===== config.mk =====
export PLATFORM = sky130hd
export DESIGN_NAME = vic_top
export DESIGN_NICKNAME = d
export VERILOG_FILES = /design/src/vic_pkg.sv /design/src/vic_top.sv
export VERILOG_INCLUDE_DIRS = /design/src /design/src/src
export SDC_FILE = /design/constraint.sdc
export NUM_CORES = 1
export LEC_CHECK = 0
export BUFFER_PORTS_ARGS = -buffer_cell sky130_fd_sc_hd__buf_2
export CORE_MARGIN = 2
export CORE_UTILIZATION = 41
export CTS_CLUSTER_DIAMETER = 80
export DETAILED_ROUTE_END_ITERATION = 10
export PLACE_DENSITY = 0.83
export REMOVE_ABC_BUFFERS = 1
export SLEW_MARGIN = 15
export SYNTH_ARGS = -nofsm -noshare
export SYNTH_HDL_FRONTEND = slang
export SYNTH_SLANG_ARGS = --single-unit
export TNS_END_PERCENT = 50

===== constraint.sdc =====
create_clock -name hclk -period 2.2 [get_ports hclk]
set_input_delay 0.22 -clock hclk [delete_from_list [all_inputs] [get_ports hclk]]
set_output_delay 0.22 -clock hclk [all_outputs]
set_load 0.02 [all_outputs]

===== src/vic_defines.svh =====
// Purpose: constants of the vectored interrupt controller
// Assumes: 32-bit AHB-Lite register bus, word-aligned registers
// Notes:   offsets are word indices; byte address is four times the index
`ifndef VIC_DEFINES_SVH
`define VIC_DEFINES_SVH

// ----------------------------------------------------------------------
// Register indices (byte address = index * 4)
// ----------------------------------------------------------------------
`define VIC_IDX_INTERRUPT_CONTROL_REGISTER     6'h0B
`define VIC_IDX_EVT_STS  6'h20
`define VIC_IDX_EVT_EN   6'h21
`define VIC_IDX_EVT_CLR  6'h22

// ----------------------------------------------------------------------
// Interrupt control register bit positions
// ----------------------------------------------------------------------
`define VIC_BIT_GIE      0
`define VIC_BIT_EXT_EN   1
`define VIC_BIT_T0_EN    2
`define VIC_BIT_T1_EN    3
`define VIC_BIT_EXT_FLAG 4
`define VIC_BIT_T0_FLAG  5
`define VIC_BIT_T1_FLAG  6
`define VIC_INTERRUPT_CONTROL_REGISTER_RESET   8'h00

// ----------------------------------------------------------------------
// Event status bits, vectors
// ----------------------------------------------------------------------
`define VIC_EVT_EXT      0
`define VIC_EVT_T0       1
`define VIC_EVT_T1       2
`define VIC_EVT_BLOCKED  3
`define VIC_EVT_W        4
`define VIC_VEC_EXT      8'h04
`define VIC_VEC_T0       8'h08
`define VIC_VEC_T1       8'h0C
`define VIC_VEC_NONE     8'h00

`endif


===== src/vic_pkg.sv =====
// Purpose: types of the vectored interrupt controller
// Assumes: constants come from vic_defines.svh
// Notes:   whole module state is one packed struct
`include "vic_defines.svh"

package vic_pkg;

  // Source chosen by the arbiter
  typedef enum logic [1:0] {
    VIC_SRC_NONE = 2'b00,
    VIC_SRC_EXT  = 2'b01,
    VIC_SRC_T0   = 2'b10,
    VIC_SRC_T1   = 2'b11
  } vic_src_t;

  // Complete register state of the controller
  typedef struct packed {
    logic                  ext_prev;
    logic                  t2_prev;
    logic                  gie;
    logic                  ext_en;
    logic                  t0_en;
    logic                  t1_en;
    logic                  ext_flag;
    logic                  t0_flag;
    logic                  t1_flag;
    logic [`VIC_EVT_W-1:0] evt_sts;
    logic [`VIC_EVT_W-1:0] evt_en;
    logic                  wr_pend;
    logic [5:0]            wr_idx;
    logic [31:0]           rdata;
    logic                  call;
    logic [7:0]            vector;
  } vic_state_t;

endpackage : vic_pkg


===== src/vic_top.sv =====
// Purpose: vectored interrupt controller with AHB-Lite register access
// Assumes: all inputs synchronous to hclk; core gives phase and stack status
// Notes:   zero-wait-state slave, response always OKAY
//
// Function
// Falling edge on external input sets external request flag, bit 4.
// Pending, enabled external request with global enable and room calls 04H.
// External acknowledge clears its flag and the global enable.
// Timer 0 overflow sets timer 0 request flag, bit 5.
// Enabled timer 0 request calls 08H; clears its flag and global enable.
// Two-timer variant: enabled timer 1 request calls 0CH.
// Simultaneous requests served external first, then timer 0, timer 1.
// Full stack keeps requests latched, unacknowledged until a return.
// Acknowledges held until interrupt return or software re-enables nesting.
// Interrupt return sets global enable; plain return leaves it alone.
// Request between two phase-two pulses served at the second one.
// Global enable cleared masks every source.
// Request flags stay set until serviced or cleared by software.
// Acknowledge pushes only the program counter and branches to vector.
// Every source can wake the device from power-down.
// Enables at bits 0 global, 1 external, 2 timer 0, 3 timer 1.
// Single-timer variant: bits 3, 6 and 7 read as zero.
// Two-timer variant: timer 1 request flag at bit 6.
// Software writes load request flag bits directly.
//
// Decided for this implementation: register access over AHB-Lite.
`timescale 1ns/1ps
`default_nettype none
`include "vic_defines.svh"

module vic_top #(
  parameter bit DUAL_TIMER = 1'b1           // Second timer present
) (
  input  wire logic        hclk,            // System clock
  input  wire logic        hresetn,         // Async reset, active low
  input  wire logic        hsel,            // Slave select
  input  wire logic [31:0] haddr,           // Byte address
  input  wire logic [1:0]  htrans,          // Transfer type
  input  wire logic        hwrite,          // Write when high
  input  wire logic [2:0]  hsize,           // Transfer size
  input  wire logic [31:0] hwdata,          // Write data
  input  wire logic        hready,          // Bus ready
  output logic      [31:0] hrdata,          // Read data
  output logic             hreadyout,       // Slave ready
  output logic             hresp,           // Response, OKAY
  input  wire logic        ext_irq_n,       // External interrupt pin level
  input  wire logic        timer_zero_ovf,  // Timer 0 overflow pulse
  input  wire logic        timer_one_ovf,   // Timer 1 overflow pulse
  input  wire logic        phase_two_pulse, // Machine-cycle phase two
  input  wire logic        stack_full,      // Core stack is full
  input  wire logic        return_from_interrupt_exec,       // Interrupt return executes
  input  wire logic        ret_exec,        // Plain return executes
  output logic             call_req,        // Vector call pulse
  output logic      [7:0]  call_vector,     // Vector address
  output logic             push_pc,         // Push program counter only
  output logic             wake_req,        // Wake from power-down
  output logic             irq              // Event interrupt level
);
  import vic_pkg::*;

  vic_state_t st_reg;
  vic_state_t st_next;
  vic_src_t   pick;
  logic       t2_rise;
  logic       ext_fall;
  logic       t1_ovf;
  logic       ext_req;
  logic       t0_req;
  logic       t1_req;
  logic       any_req;
  logic       addr_ok;
  logic [5:0] a_idx;
  logic [7:0] interrupt_control_register_rd;

  // ----------------------------------------------------------------------
  // Edge detection and request qualification
  // ----------------------------------------------------------------------
  // Inputs are synchronous, so one previous sample is enough
  assign ext_fall = st_reg.ext_prev & ~ext_irq_n;
  assign t2_rise  = phase_two_pulse & ~st_reg.t2_prev;
  assign t1_ovf   = DUAL_TIMER & timer_one_ovf;

  // Global enable gates all; full stack holds every request off
  assign ext_req = st_reg.gie & st_reg.ext_en & st_reg.ext_flag;
  assign t0_req  = st_reg.gie & st_reg.t0_en & st_reg.t0_flag;
  assign t1_req  = DUAL_TIMER & st_reg.gie & st_reg.t1_en
                   & st_reg.t1_flag;
  assign any_req = ext_req | t0_req | t1_req;

  // Fixed priority arbiter
  always_comb begin
    if (!t2_rise || stack_full) begin
      pick = VIC_SRC_NONE;
    end else if (ext_req) begin
      pick = VIC_SRC_EXT;
    end else if (t0_req) begin
      pick = VIC_SRC_T0;
    end else if (t1_req) begin
      pick = VIC_SRC_T1;
    end else begin
      pick = VIC_SRC_NONE;
    end
  end

  // ----------------------------------------------------------------------
  // Bus address decode
  // ----------------------------------------------------------------------
  assign a_idx   = haddr[7:2];
  assign addr_ok = hsel & htrans[1] & hready;

  // Read view of the control register; absent bits read zero
  always_comb begin
    interrupt_control_register_rd = 8'h00;
    interrupt_control_register_rd[`VIC_BIT_GIE]      = st_next.gie;
    interrupt_control_register_rd[`VIC_BIT_EXT_EN]   = st_next.ext_en;
    interrupt_control_register_rd[`VIC_BIT_T0_EN]    = st_next.t0_en;
    interrupt_control_register_rd[`VIC_BIT_EXT_FLAG] = st_next.ext_flag;
    interrupt_control_register_rd[`VIC_BIT_T0_FLAG]  = st_next.t0_flag;
    if (DUAL_TIMER) begin
      interrupt_control_register_rd[`VIC_BIT_T1_EN]   = st_next.t1_en;
      interrupt_control_register_rd[`VIC_BIT_T1_FLAG] = st_next.t1_flag;
    end
  end

  // ----------------------------------------------------------------------
  // Next-state logic
  // ----------------------------------------------------------------------
  // Order matters: bus write, then returns, then acknowledge,
  // then hardware sets last so an event is never lost to a clear
  always_comb begin
    st_next          = st_reg;
    st_next.ext_prev = ext_irq_n;
    st_next.t2_prev  = phase_two_pulse;
    st_next.call     = 1'b0;
    st_next.wr_pend  = 1'b0;

    // Data phase of a posted write
    if (st_reg.wr_pend) begin
      if (st_reg.wr_idx == `VIC_IDX_INTERRUPT_CONTROL_REGISTER) begin
        st_next.gie      = hwdata[`VIC_BIT_GIE];
        st_next.ext_en   = hwdata[`VIC_BIT_EXT_EN];
        st_next.t0_en    = hwdata[`VIC_BIT_T0_EN];
        st_next.ext_flag = hwdata[`VIC_BIT_EXT_FLAG];
        st_next.t0_flag  = hwdata[`VIC_BIT_T0_FLAG];
        st_next.t1_en    = DUAL_TIMER & hwdata[`VIC_BIT_T1_EN];
        st_next.t1_flag  = DUAL_TIMER & hwdata[`VIC_BIT_T1_FLAG];
      end else if (st_reg.wr_idx == `VIC_IDX_EVT_EN) begin
        st_next.evt_en = hwdata[`VIC_EVT_W-1:0];
      end else if (st_reg.wr_idx == `VIC_IDX_EVT_CLR) begin
        st_next.evt_sts = st_reg.evt_sts & ~hwdata[`VIC_EVT_W-1:0];
      end
    end

    // Interrupt return reopens acknowledges; plain return does not
    if (return_from_interrupt_exec) begin
      st_next.gie = 1'b1;
    end

    // Acknowledge: clear source flag and global enable
    case (pick)
      VIC_SRC_EXT: begin
        st_next.ext_flag = 1'b0;
        st_next.gie      = 1'b0;
        st_next.call     = 1'b1;
        st_next.vector   = `VIC_VEC_EXT;
      end
      VIC_SRC_T0: begin
        st_next.t0_flag = 1'b0;
        st_next.gie     = 1'b0;
        st_next.call    = 1'b1;
        st_next.vector  = `VIC_VEC_T0;
      end
      VIC_SRC_T1: begin
        st_next.t1_flag = 1'b0;
        st_next.gie     = 1'b0;
        st_next.call    = 1'b1;
        st_next.vector  = `VIC_VEC_T1;
      end
      default: begin
      end
    endcase

    // Hardware sets win over any clear in the same cycle
    if (ext_fall) begin
      st_next.ext_flag = 1'b1;
      st_next.evt_sts[`VIC_EVT_EXT] = 1'b1;
    end
    if (timer_zero_ovf) begin
      st_next.t0_flag = 1'b1;
      st_next.evt_sts[`VIC_EVT_T0] = 1'b1;
    end
    if (t1_ovf) begin
      st_next.t1_flag = 1'b1;
      st_next.evt_sts[`VIC_EVT_T1] = 1'b1;
    end
    if (t2_rise && stack_full && any_req) begin
      st_next.evt_sts[`VIC_EVT_BLOCKED] = 1'b1;
    end

    // Address phase: capture writes, prepare read data
    if (addr_ok) begin
      st_next.wr_pend = hwrite;
      st_next.wr_idx  = a_idx;
      if (!hwrite) begin
        if (a_idx == `VIC_IDX_INTERRUPT_CONTROL_REGISTER) begin
          st_next.rdata = {24'h000000, interrupt_control_register_rd};
        end else if (a_idx == `VIC_IDX_EVT_STS) begin
          st_next.rdata = {28'h0000000, st_next.evt_sts};
        end else if (a_idx == `VIC_IDX_EVT_EN) begin
          st_next.rdata = {28'h0000000, st_next.evt_en};
        end else begin
          st_next.rdata = 32'h00000000;  // Unmapped and write-only
        end
      end
    end
  end

  // ----------------------------------------------------------------------
  // State register
  // ----------------------------------------------------------------------
  always_ff @(posedge hclk or negedge hresetn) begin
    if (!hresetn) begin
      st_reg          <= '0;
      st_reg.ext_prev <= 1'b1;  // Pin idles high; no false edge
      {st_reg.t1_flag, st_reg.t0_flag, st_reg.ext_flag,
       st_reg.t1_en, st_reg.t0_en, st_reg.ext_en,
       st_reg.gie} <= 7'(`VIC_INTERRUPT_CONTROL_REGISTER_RESET);
    end else begin
      st_reg <= st_next;
    end
  end

  // ----------------------------------------------------------------------
  // Outputs
  // ----------------------------------------------------------------------
  assign hrdata      = st_reg.rdata;
  assign hreadyout   = 1'b1;
  assign hresp       = 1'b0;
  assign call_req    = st_reg.call;
  assign push_pc     = st_reg.call;
  assign call_vector = st_reg.vector;
  // Wake ignores global enable so a masked source still wakes
  assign wake_req    = (st_reg.ext_flag & st_reg.ext_en)
                     | (st_reg.t0_flag & st_reg.t0_en)
                     | (DUAL_TIMER & st_reg.t1_flag & st_reg.t1_en);
  assign irq         = |(st_reg.evt_sts & st_reg.evt_en);

  // Plain return has no effect on the global enable
  logic unused_ok;
  assign unused_ok = &{1'b0, ret_exec, hsize, haddr[31:8], haddr[1:0]};

endmodule : vic_top
`default_nettype wire


=== Word level (Yosys, flattened, before mapping) ===
Cells that the tools add are included.

* Equal/unequal tests: 9
* Muxes and demuxes: 28
* Bitwise gates (word level): 23
* Reduce and logical (&&, ||, !) cells: 8

{| class="wikitable"
|+ Operators with widths
! cell !! count
|-
| 2-to-1 mux 39 bit || 1
|-
| 2-to-1 mux 32 bit || 1
|-
| case mux 9 bit (3 select lines) || 1
|-
| equality test 6 bit (second input constant) || 4
|-
| 2-to-1 mux 4 bit || 5
|-
| 2-to-1 mux 15 bit || 1
|-
| 2-to-1 mux 7 bit || 2
|-
| bitwise AND 1 bit || 13
|-
| equality test 6 x 4 -> 1 bit (second input constant) || 2
|-
| 2-to-1 mux 1 bit || 12
|-
| bitwise AND 4 bit || 2
|-
| 2-to-1 mux 2 bit || 4
|-
| 2-to-1 mux 8 bit || 1
|-
| equality test 2 bit (second input constant) || 2
|-
| inverter 4 bit || 1
|-
| bitwise OR 1 bit || 4
|-
| OR reduction 4 bit || 1
|-
| inverter 1 bit || 3
|-
| nonzero test 3 bit || 1
|-
| OR reduction 3 bit || 1
|-
| equality test 2 x 1 -> 1 bit (second input constant) || 1
|-
| logical AND 1 bit || 2
|-
| AND reduction 2 bit || 1
|-
| logical NOT 1 bit || 1
|-
| logical OR 1 bit || 1
|}

* Register bits after elaboration: 65
* Input bits: 81
* Output and inout bits: 46
* Logic and storage cells: 84

=== Depth between registers and ports, before layout ===
Gate-level depths: netlist of the first run.

* Depth after elaboration: 12
* Mapped depth: 6
* Gate-level depth less buffers: 5

=== Worst setup path after synthesis of the first run ===
Ideal clock, no wire load.

* Path kind: register -> register
* From: register st_reg[43] (netlist name)
* To: register st_reg (netlist bit hrdata[1])
* Setup time: 0.131 ns
* Data arrival time: 1.652 ns
* Required time: 2.069 ns
* Setup slack: 0.417 ns
* Stages on the path, launching flop included: 7
* Path buffers: 1
* Clock period less this slack: 1.783 ns
* Cell sequence: dfrtp_1 > nand4bb_4 > or4b_1 > buf_2 > mux2_4 > nand3_1 > a31oi_1

{| class="wikitable"
|+ RTL lines
! item !! RTL line !! source
|-
| start, declared || vic_top.sv:61 || <nowiki>vic_state_t st_reg;</nowiki>
|-
| start signal, assigned || vic_top.sv:229 || <nowiki>st_reg <= st_next;</nowiki>
|}

==> impl_metrics.py, run 1 <==
metrics = {
    "place": {
        "gp_congestion": 0.8417,
        "numPortBuffers": 37,
        "dp_cells": 253,
        "dpl_cell_area_um2": 1916,
        "dp_hpwl_mm": 2.763,
    },
    "logic_synthesis": {
        "synth_top_family_by_area": "buffers and inverters",
        "synthMuxAreaShare_pct": 10.01,
        "ys_ff_latch": 34,
        "synth_xor_area_share_pct": 0,
        "syn-instance-count": 175,
        "synth_cell_types": 39,
        "synth_compound_area_share_pct": 9.879,
        "avgSynthCellArea_um2": 10.64,
        "synth_fa_ha_area_share_pct": 0,
        "synth_top_area_share_pct": 44.35,
        "yosysTopAreaCell": "dfrtp_1",
        "synth_area_um2": 1862,
        "ys.warnings.count": 0,
        "yosys.area_share.simple_pct": 15.93,
        "ys_top_cells_by_area": "dfrtp_1 44%, buf_4 17%, mux2_2 5.4%",
        "seq_area_frac_synth_pct": 45.77,
    },
    "floorplanning": {
        "rows": 24,
        "die_height_um": 71.39,
        "start_util_pct": 42.76,
        "ioPinCount": 127,
        "die-area_um2": 5096,
        "core_area_um2": 4354,
        "die_w_um": 71.39,
    },
    "finish": {
        "areaGrowthSynthToFinish_pct": 7.795,
        "layout.nets": 289,
        "layout_common_cells": "37 x buf_2, 33 x conb_1, 33 x dfrtp_1, 12 x nor2_1, 11 x nand2_1",
        "design_area_um2": 2007,
        "largest_reg_flops": 24,
        "fill_cells": 399,
        "multi_input_area_um2": 790.8,
        "n_antenna_cell": 0,
        "layout_commonest_cell": "buf_2",
        "instances_no_fill": 261,
        "register_area_um2": 852.1,
        "drive_above_1_share_pct": 30.14,
    },
    "critical_path": {
        "crit_arrival_ps": 2120,
        "critPathKind": "flip-flop to flip-flop",
        "endpoint_kind": "flip-flop",
        "cp_max_fo": 4,
        "required_ps": 2350,
        "start_kind": "flip-flop",
    },
    "flow_run": {
        "maxCapViolCount": 0,
    },
    "power": {
        "power_switching_share_pct": 29.26,
        "pwr-share-comb_pct": 18.8,
        "vdd_drop_max_v": 0.0002340,
        "pwr-share-seq_pct": 49.6,
        "leakagePower_nw": 0.9704,
        "p_per_area_nw_per_um2": 735.6,
        "switchingPower_mw": 0.4320,
        "internal_power_mw": 1.044,
        "pwr-share-clk_pct": 31.5,
    },
    "timing": {
        "whs_ps": -6.835,
        "rsz0062_at_grt": "false",
        "period_needed_ps": 1970,
        "worst_pin_slew_ps": 727.8,
        "min_period_over_period_pct": 89.53,
        "setup_viol": 0,
        "finalHoldViolations": 7,
        "skew_ps": 5.636,
        "slew_headroom_pct": 51.48,
        "fmax_ghz": 0.5077,
        "drv_slew": 0,
        "fin_tns_setup_ps": 0,
    },
    "global_route": {
        "grt_max_degree": 35,
        "grtUsageTotal_pct": 14.26,
        "grt_first_pass_wirelength_mm": 5.609,
        "overflow": 0,
        "grt_pass1_vias": 1253,
        "grt_antenna_before_repair": 0,
    },
    "clocking": {
        "cts.sinks": 34,
        "holdBufCountCts": 0,
        "root_buffer": "clkbuf_8",
        "cts-htree-levels": 2,
        "cts_buffers": 5,
        "cts_resized": 0,
        "clk_pin_slew_ps": 70,
        "clk_latency_ps": 280,
        "clockBufferDepth": 2,
        "postCtsSetupRepairBufs": 0,
        "cts_tree": "built",
    },
    "routing": {
        "vias": 1269,
        "wirelength_mm": 3.486,
        "drtIter0Drc": 68,
        "drc": 0,
        "vias_per_cell": 4.862,
        "wl_per_cell_um": 13.36,
        "dr.pass1.iters": 6,
        "ant_nets": 0,
    },
    "worst_hold_path": {
        "hp-class": "input pin to async pin",
    },
    "run_status": {
        "status": "finished, violations left",
        "violations": "hold timing",
    },
}
critical path, stage by stage (launching register included):
cell and delay, ps:
dfrtp_1 400, nand4bb_4 260, or4b_1 640, mux2_4 360
nand3_1 80, a31oi_1 90
routing by layer:
metal	GRT usage, %	vias to the layer above	share of wire, %
li1	-	609	-
met1	16.98	591	40
met2	23.66	65	50
met3	4.782	4	8.4
met4	5.870	0	1.2
met5	0	-	0
stage by stage:
stage | setup WS, ps | utilization, % | total power, mW
after floorplan | 402.1 | - | 0.9194
after global placement | 299.9 | 43.99 | 1.015
after detailed placement | 263.1 | 43.99 | 1.021
after CTS | 241.3 | 46.09 | 1.492
after global routing | 176.8 | 46.09 | 1.553
final | 230.4 | 46.09 | 1.476
final cells by class:
cell class,count,area share [%]
clock buffer,7,4.302
clock inverter,1,0.2494
inverter,2,0.3741
multi-input combinational,126,39.40
sequential,34,42.46
tap,52,3.242
timing repair buffer,39,9.975
power groups by stage:
stage          clock network [mW]  registers (mW)  logic, mW
2_1_floorplan                   0           0.766      0.154
3_3_place_gp                    0           0.741      0.273
3_5_place_dp                    0           0.745      0.276
4_1_cts                     0.480           0.734      0.278
5_1_grt                     0.507           0.740      0.306
6_report                    0.466           0.733      0.278
cell families (layout without fill, tap and decap cells):
group | after synthesis | after routing
muxes | 16 | 16
AOI/OAI and AO/OA | 26 | 26
and+or+nand+nor | 51 | 51
other | 2 | 33
buffers and inverters | 46 | 49
DFF | 34 | 34
synthesized netlist by cell type:
| cell type | instances |
|---|---|
| nor2_1 | 12 |
| mux2_2 | 9 |
| or4b_1 | 2 |
| o21bai_1 | 2 |
| o211a_1 | 1 |
| nor4b_1 | 1 |
| buf_4 | 43 |
| a21o_1 | 1 |
| a22oi_1 | 2 |
| nand4bb_4 | 1 |
| dfrtp_1 | 33 |
| a21boi_0 | 1 |
| nand4_1 | 1 |
| nand2_1 | 11 |
| nand2b_1 | 3 |
| a22o_1 | 4 |
| nor3_1 | 2 |
| o22ai_1 | 3 |
| a21o_2 | 1 |
| inv_1 | 2 |
| nor3b_1 | 2 |
| mux2i_1 | 4 |
| nand3_1 | 10 |
| and3_1 | 1 |
| o31a_2 | 1 |
| nor3_2 | 1 |
| mux2_4 | 3 |
| and2_1 | 1 |
| o21ai_0 | 1 |
| o21ai_1 | 2 |
| a211oi_1 | 1 |
| nand4bb_1 | 1 |
| conb_1 | 2 |
| a21oi_1 | 3 |
| dfstp_2 | 1 |
| and4b_1 | 1 |
| a31oi_1 | 3 |
| nor4bb_1 | 1 |
| buf_2 | 1 |
final timing paths:
check	startpoint	cells after the start	end	slack, ps
worst max-delay path	st_reg[43]	5	hrdata[1]	230
worst min-delay path	hresetn	1	st_reg[43]	-7
worst max register to register	st_reg[43]	5	hrdata[1]	230
worst min register to register	hrdata[5]	1	hrdata[5]	500
max in group asynchronous	hresetn	1	call_req	1740
min in group hclk	ext_irq_n	1	st_reg[64]	40
Power figures use the tool's default switching activity.
==> run 2, diff against run 1 <==
CORE_UTILIZATION = 37   (was 41)
PLACE_DENSITY = 0.8   (was 0.83)
clock period = 1.66 ns   (was 2.2 ns; I/O delays follow)
==> impl_metrics.py, run 2 (synthesized netlist as in run 1, its figures left out) <==
metrics = {
    "run_status": {
        "status": "finished, violations left",
        "violations": "setup timing",
    },
    "global_route": {
        "grt_pass1_vias": 1314,
        "grt_first_pass_wirelength_mm": 6.203,
        "overflow": 0,
        "grt_max_degree": 35,
        "grtUsageTotal_pct": 15.08,
        "grt_antenna_before_repair": 0,
    },
    "finish": {
        "design_area_um2": 2160,
        "postLayoutCoreUtil_pct": 45.12,
        "drive_above_1_share_pct": 35.59,
        "areaGrowthSynthToFinish_pct": 15.99,
        "multi_input_area_um2": 814.5,
        "register_area_um2": 852.1,
        "layout_common_cells": "37 x buf_2, 33 x conb_1, 33 x dfrtp_1, 12 x nor2_1",
        "layout.nets": 302,
        "largest_reg_flops": 24,
        "n_antenna_cell": 0,
        "fill_cells": 446,
        "layout_commonest_cell": "buf_2",
    },
    "place": {
        "dp_hpwl_mm": 3.099,
        "dpl_cell_area_um2": 2017,
        "gp_congestion": 0.7901,
        "numPortBuffers": 37,
    },
    "power": {
        "p_per_area_nw_per_um2": 939.2,
        "pwr-share-seq_pct": 47.5,
        "vdd_drop_max_v": 0.0003787,
        "pwr-share-comb_pct": 21.5,
        "switchingPower_mw": 0.6041,
        "power_switching_share_pct": 29.78,
        "leakagePower_nw": 1.038,
        "internal_power_mw": 1.424,
        "pwr-share-clk_pct": 31.0,
    },
    "timing": {
        "drv_slew": 0,
        "slew_headroom_pct": 49.60,
        "finalHoldViolations": 0,
        "layout_setup_ws_ps": -137.3,
        "setup_viol": 7,
        "worst_pin_slew_ps": 756.1,
        "rsz0062_at_grt": "true",
        "skew_ps": 3.762,
        "period_needed_ps": 1797,
        "fin_tns_setup_ps": -653.1,
        "min_period_over_period_pct": 108.3,
        "fmax_ghz": 0.5564,
    },
    "floorplanning": {
        "start_util_pct": 38.90,
        "die_w_um": 74.94,
        "die-area_um2": 5615,
        "die_height_um": 74.94,
        "core_area_um2": 4786,
        "rows": 25,
        "ioPinCount": 127,
    },
    "clocking": {
        "clk_pin_slew_ps": 70,
        "cts_tree": "built",
        "root_buffer": "clkbuf_8",
        "postCtsSetupRepairBufs": 0,
        "cts.sinks": 34,
        "clockBufferDepth": 2,
        "clk_latency_ps": 290,
        "cts-htree-levels": 2,
        "cts_buffers": 5,
    },
    "critical_path": {
        "required_ps": 1870,
        "crit_arrival_ps": 2000,
        "r2r_cells": 5,
        "cp_max_fo": 4,
        "timing.rr.end": "hrdata[0]",
        "critPathKind": "flip-flop to flip-flop",
        "endpoint_kind": "flip-flop",
        "start_kind": "flip-flop",
        "rr_startpoint": "st_reg[43]",
        "r2r_slack_ps": -140,
    },
    "worst_hold_path": {
        "hp-class": "input pin to flip-flop",
        "holdPathStages": 1,
        "min_from": "phase_two_pulse",
        "min_to": "st_reg[63]",
    },
    "routing": {
        "ant_nets": 0,
        "wirelength_mm": 3.989,
        "vias": 1345,
        "drtIter0Drc": 42,
        "dr.pass1.iters": 4,
        "vias_per_cell": 4.654,
        "wl_per_cell_um": 13.80,
        "drc": 0,
    },
    "flow_run": {
        "maxCapViolCount": 0,
    },
}
-- run 2: cell types whose count changed in the layout (fill, tap and decap cells not counted), moves of 2 or more --
cell / delta
nand3_2: +3
dlygate4sd3_1: +2
buf_4: +9
nand3_1: -3
buf_6: +2
-- run 2: power by group through the flow --
stage          sequential [mW]  clock [mW]  combinational (mW)
2_1_floorplan             1.01           0               0.204
6_report                 0.964       0.628               0.437
3_3_place_gp             0.977           0               0.418
5_1_grt                  0.975       0.676               0.477
3_5_place_dp             0.977           0               0.428
4_1_cts                  0.963       0.634               0.436
-- run 2: layout make-up --
type,count,share of cell area (%)
Sequential cell,34,39.46
Multi-Input combinational cell,126,37.72
Timing Repair Buffer,52,14.37
Clock buffer,7,3.998
Tap cell,67,3.882
Inverter,2,0.3476
Clock inverter,1,0.2317
-- run 2: repair_timing --
action / 4_1_cts / 5_1_grt
gates resized for setup: 4 / 3
hold buffers: 2 / 0
endpoints found under the hold margin: 34 / 0
pin swaps: 2 / 0
setup endpoints to repair: 11 / 7
-- run 2: critical path, cell delays in order, from the launching register on --
cell	delay, ps
dfrtp_1	380
nand4bb_4	240
or4b_4	560
mux2i_1	170
o211a_1	230
o21ai_1	150
-- run 2: per-stage QoR --
| stage | worst slack, ps | cells | power [mW] | hold WS [ps] |
|---|---|---|---|---|
| 6_report | -137.3 | 289 | 2.028 | 6.862 |
| 5_1_grt | -202.8 | 289 | 2.128 | 2.264 |
| 4_1_cts | -135.1 | 289 | 2.034 | 5.958 |
| 3_5_place_dp | -222.6 | 279 | 1.405 | 274.1 |
| 3_3_place_gp | -155.4 | 279 | 1.395 | 268.6 |
| 2_1_floorplan | -137.9 | 162 | 1.219 | -129.6 |
-- run 2: how the worst max path moves through the flow --
stage | startpoint | to | slack [ps] | depth (start not counted)
2_1_floorplan | st_reg[43] | hrdata[1] | -140 | 5
3_3_place_gp | st_reg[43] | hrdata[1] | -160 | 5
3_5_place_dp | st_reg[43] | hrdata[1] | -220 | 5
4_1_cts | st_reg[43] | hrdata[2] | -140 | 5
5_1_grt | st_reg[43] | hrdata[2] | -200 | 5
6_report | st_reg[43] | hrdata[0] | -140 | 5
-- run 2: layer usage --
metal	up-vias	GRT usage [%]	wire length (um)
met5	-	0	0
met4	0	7.540	83
met3	7	4.150	275
met2	66	23.49	1903
met1	638	19.30	1726
li1	634	-	-
==> run 3, diff against run 2 <==
CORE_UTILIZATION = 41   (was 37)
PLACE_DENSITY = 0.83   (was 0.8)
clock period = 2 ns   (was 1.66 ns; I/O delays follow)
==> impl_metrics.py, run 3 (synthesized netlist as in run 1, its figures left out) <==
metrics = {
    "routing": {
        "vias": 1322,
        "dr.pass1.iters": 4,
        "drc": 0,
        "drtIter0Drc": 74,
        "vias_per_cell": 5.027,
        "wirelength_mm": 3.794,
        "wl_per_cell_um": 14.43,
        "ant_nets": 0,
    },
    "global_route": {
        "overflow": 0,
        "grt_pass1_vias": 1233,
        "grt_first_pass_wirelength_mm": 5.906,
        "grt_max_degree": 35,
        "grt_antenna_before_repair": 0,
        "grtUsageTotal_pct": 15.40,
    },
    "power": {
        "leakagePower_nw": 0.9818,
        "vdd_drop_max_v": 0.0002769,
        "switchingPower_mw": 0.4877,
        "internal_power_mw": 1.151,
        "pwr-share-seq_pct": 49.4,
        "design_power_total_mw": 1.638,
        "p_per_area_nw_per_um2": 808.8,
        "pwr-share-comb_pct": 18.8,
        "power_switching_share_pct": 29.77,
        "pwr-share-clk_pct": 31.8,
    },
    "finish": {
        "n_antenna_cell": 0,
        "instances_no_fill": 263,
        "fill_cells": 402,
        "layout.nets": 291,
        "drive_above_1_share_pct": 31.28,
        "postLayoutCoreUtil_pct": 46.52,
        "areaGrowthSynthToFinish_pct": 8.804,
        "layout_common_cells": "37 x buf_2, 33 x conb_1, 33 x dfrtp_1, 12 x nor2_1, 11 x nand2_1",
        "largest_reg_flops": 24,
        "layout_commonest_cell": "buf_2",
    },
    "timing": {
        "rsz0062_at_grt": "false",
        "worst_pin_slew_ps": 744.8,
        "period_needed_ps": 1870,
        "setup_viol": 0,
        "slew_headroom_pct": 50.34,
        "drv_slew": 0,
        "finalHoldViolations": 33,
        "min_period_over_period_pct": 93.48,
        "skew_ps": 9.517,
        "fin_tns_setup_ps": 0,
        "fmax_ghz": 0.5349,
        "whs_ps": -27.30,
    },
    "run_status": {
        "status": "finished, violations left",
        "violations": "hold timing",
    },
    "clocking": {
        "cts_tree": "built",
        "cts.sinks": 34,
        "cts_buffers": 5,
        "clk_latency_ps": 290,
        "postCtsSetupRepairBufs": 0,
        "cts-htree-levels": 2,
        "clk_pin_slew_ps": 70,
        "root_buffer": "clkbuf_8",
        "clockBufferDepth": 2,
    },
    "floorplanning": {
        "start_util_pct": 42.76,
        "rows": 24,
        "die_height_um": 71.39,
        "ioPinCount": 127,
        "core_area_um2": 4354,
        "die-area_um2": 5096,
        "die_w_um": 71.39,
    },
    "place": {
        "dp_cells": 255,
        "numPortBuffers": 37,
        "gp_congestion": 0.8416,
        "dp_hpwl_mm": 2.920,
    },
    "critical_path": {
        "crit_arrival_ps": 2020,
        "worst_path_largest_cell_delay_ps": 560,
        "cp_cell_sequence": "nand4bb_4 > or4b_4 > mux2_4 > nand3_1 > a31oi_1",
        "cp_max_fo": 4,
        "endpoint_kind": "flip-flop",
        "start_kind": "flip-flop",
        "slowest_stage": "or4b_4",
        "required_ps": 2150,
        "critPathKind": "flip-flop to flip-flop",
    },
    "worst_hold_path": {
        "hp-class": "input pin to async pin",
    },
    "flow_run": {
        "maxCapViolCount": 0,
    },
}
==> run 3: cell types whose count changed in the layout (fill, tap and decap cells not counted), sizes merged <==
| cell | change |
|---|---|
| dlygate4sd3 | -2 |
| buf | -9 |
==> run 3: timing repair <==
item,CTS,global route
hold buffers,0,0
endpoints found under the setup margin,0,3
gates resized for setup,0,1
==> run 3: worst paths after layout <==
path                       cells past startpoint  slack [ps]              to            from
max reg2reg                                    5         130       hrdata[2]      st_reg[43]
min reg2reg                                    2         500  call_vector[2]  call_vector[2]
max                                            5         130       hrdata[2]      st_reg[43]
min                                            1         -30      st_reg[41]         hresetn
min in group hclk                              1          20      st_reg[64]       ext_irq_n
max in group asynchronous                      1        1540      st_reg[57]         hresetn
==> run 3: metal layers <==
metal  track usage, %  routed length, um
met1            18.29               1508
met2            26.03               1958
met3            3.938                252
met4            7.338                 74
met5                0                  0
==> run 3: critical path: cells and delay by family, from the launching register on <==
family / cells / cell delay [ps]
simple gates: 3 / 910
flops: 1 / 400
mux: 1 / 340
compound gates: 1 / 90
==> run 3: area by class of cell <==
class / instances / area [um2] / share of cell area, %
clock inverter: 1 / 5.005 / 0.2471
multi-input combinational: 126 / 794.5 / 39.22
inverter: 2 / 7.507 / 0.3706
clock buffer: 7 / 86.33 / 4.262
tap: 52 / 65.06 / 3.212
timing repair buffer: 41 / 215.2 / 10.62
sequential: 34 / 852.1 / 42.06
==> run 3: power by group through the flow <==
stage          clock, mW  sequential, mW  combinational, mW
6_report           0.520           0.809              0.308
2_1_floorplan          0           0.842              0.169
3_5_place_dp           0           0.822              0.307
5_1_grt            0.560           0.818              0.337
4_1_cts            0.525           0.810              0.309
3_3_place_gp           0           0.816              0.302
==> run 3: per-stage QoR <==
step                      cell area (um2)  setup slack (ps)
after floorplan                      1650             202.1
after global placement               1931             101.2
after detailed placement             1931             59.78
after CTS                            2022             35.80
after global routing                 2026             88.92
final                                2026             130.4
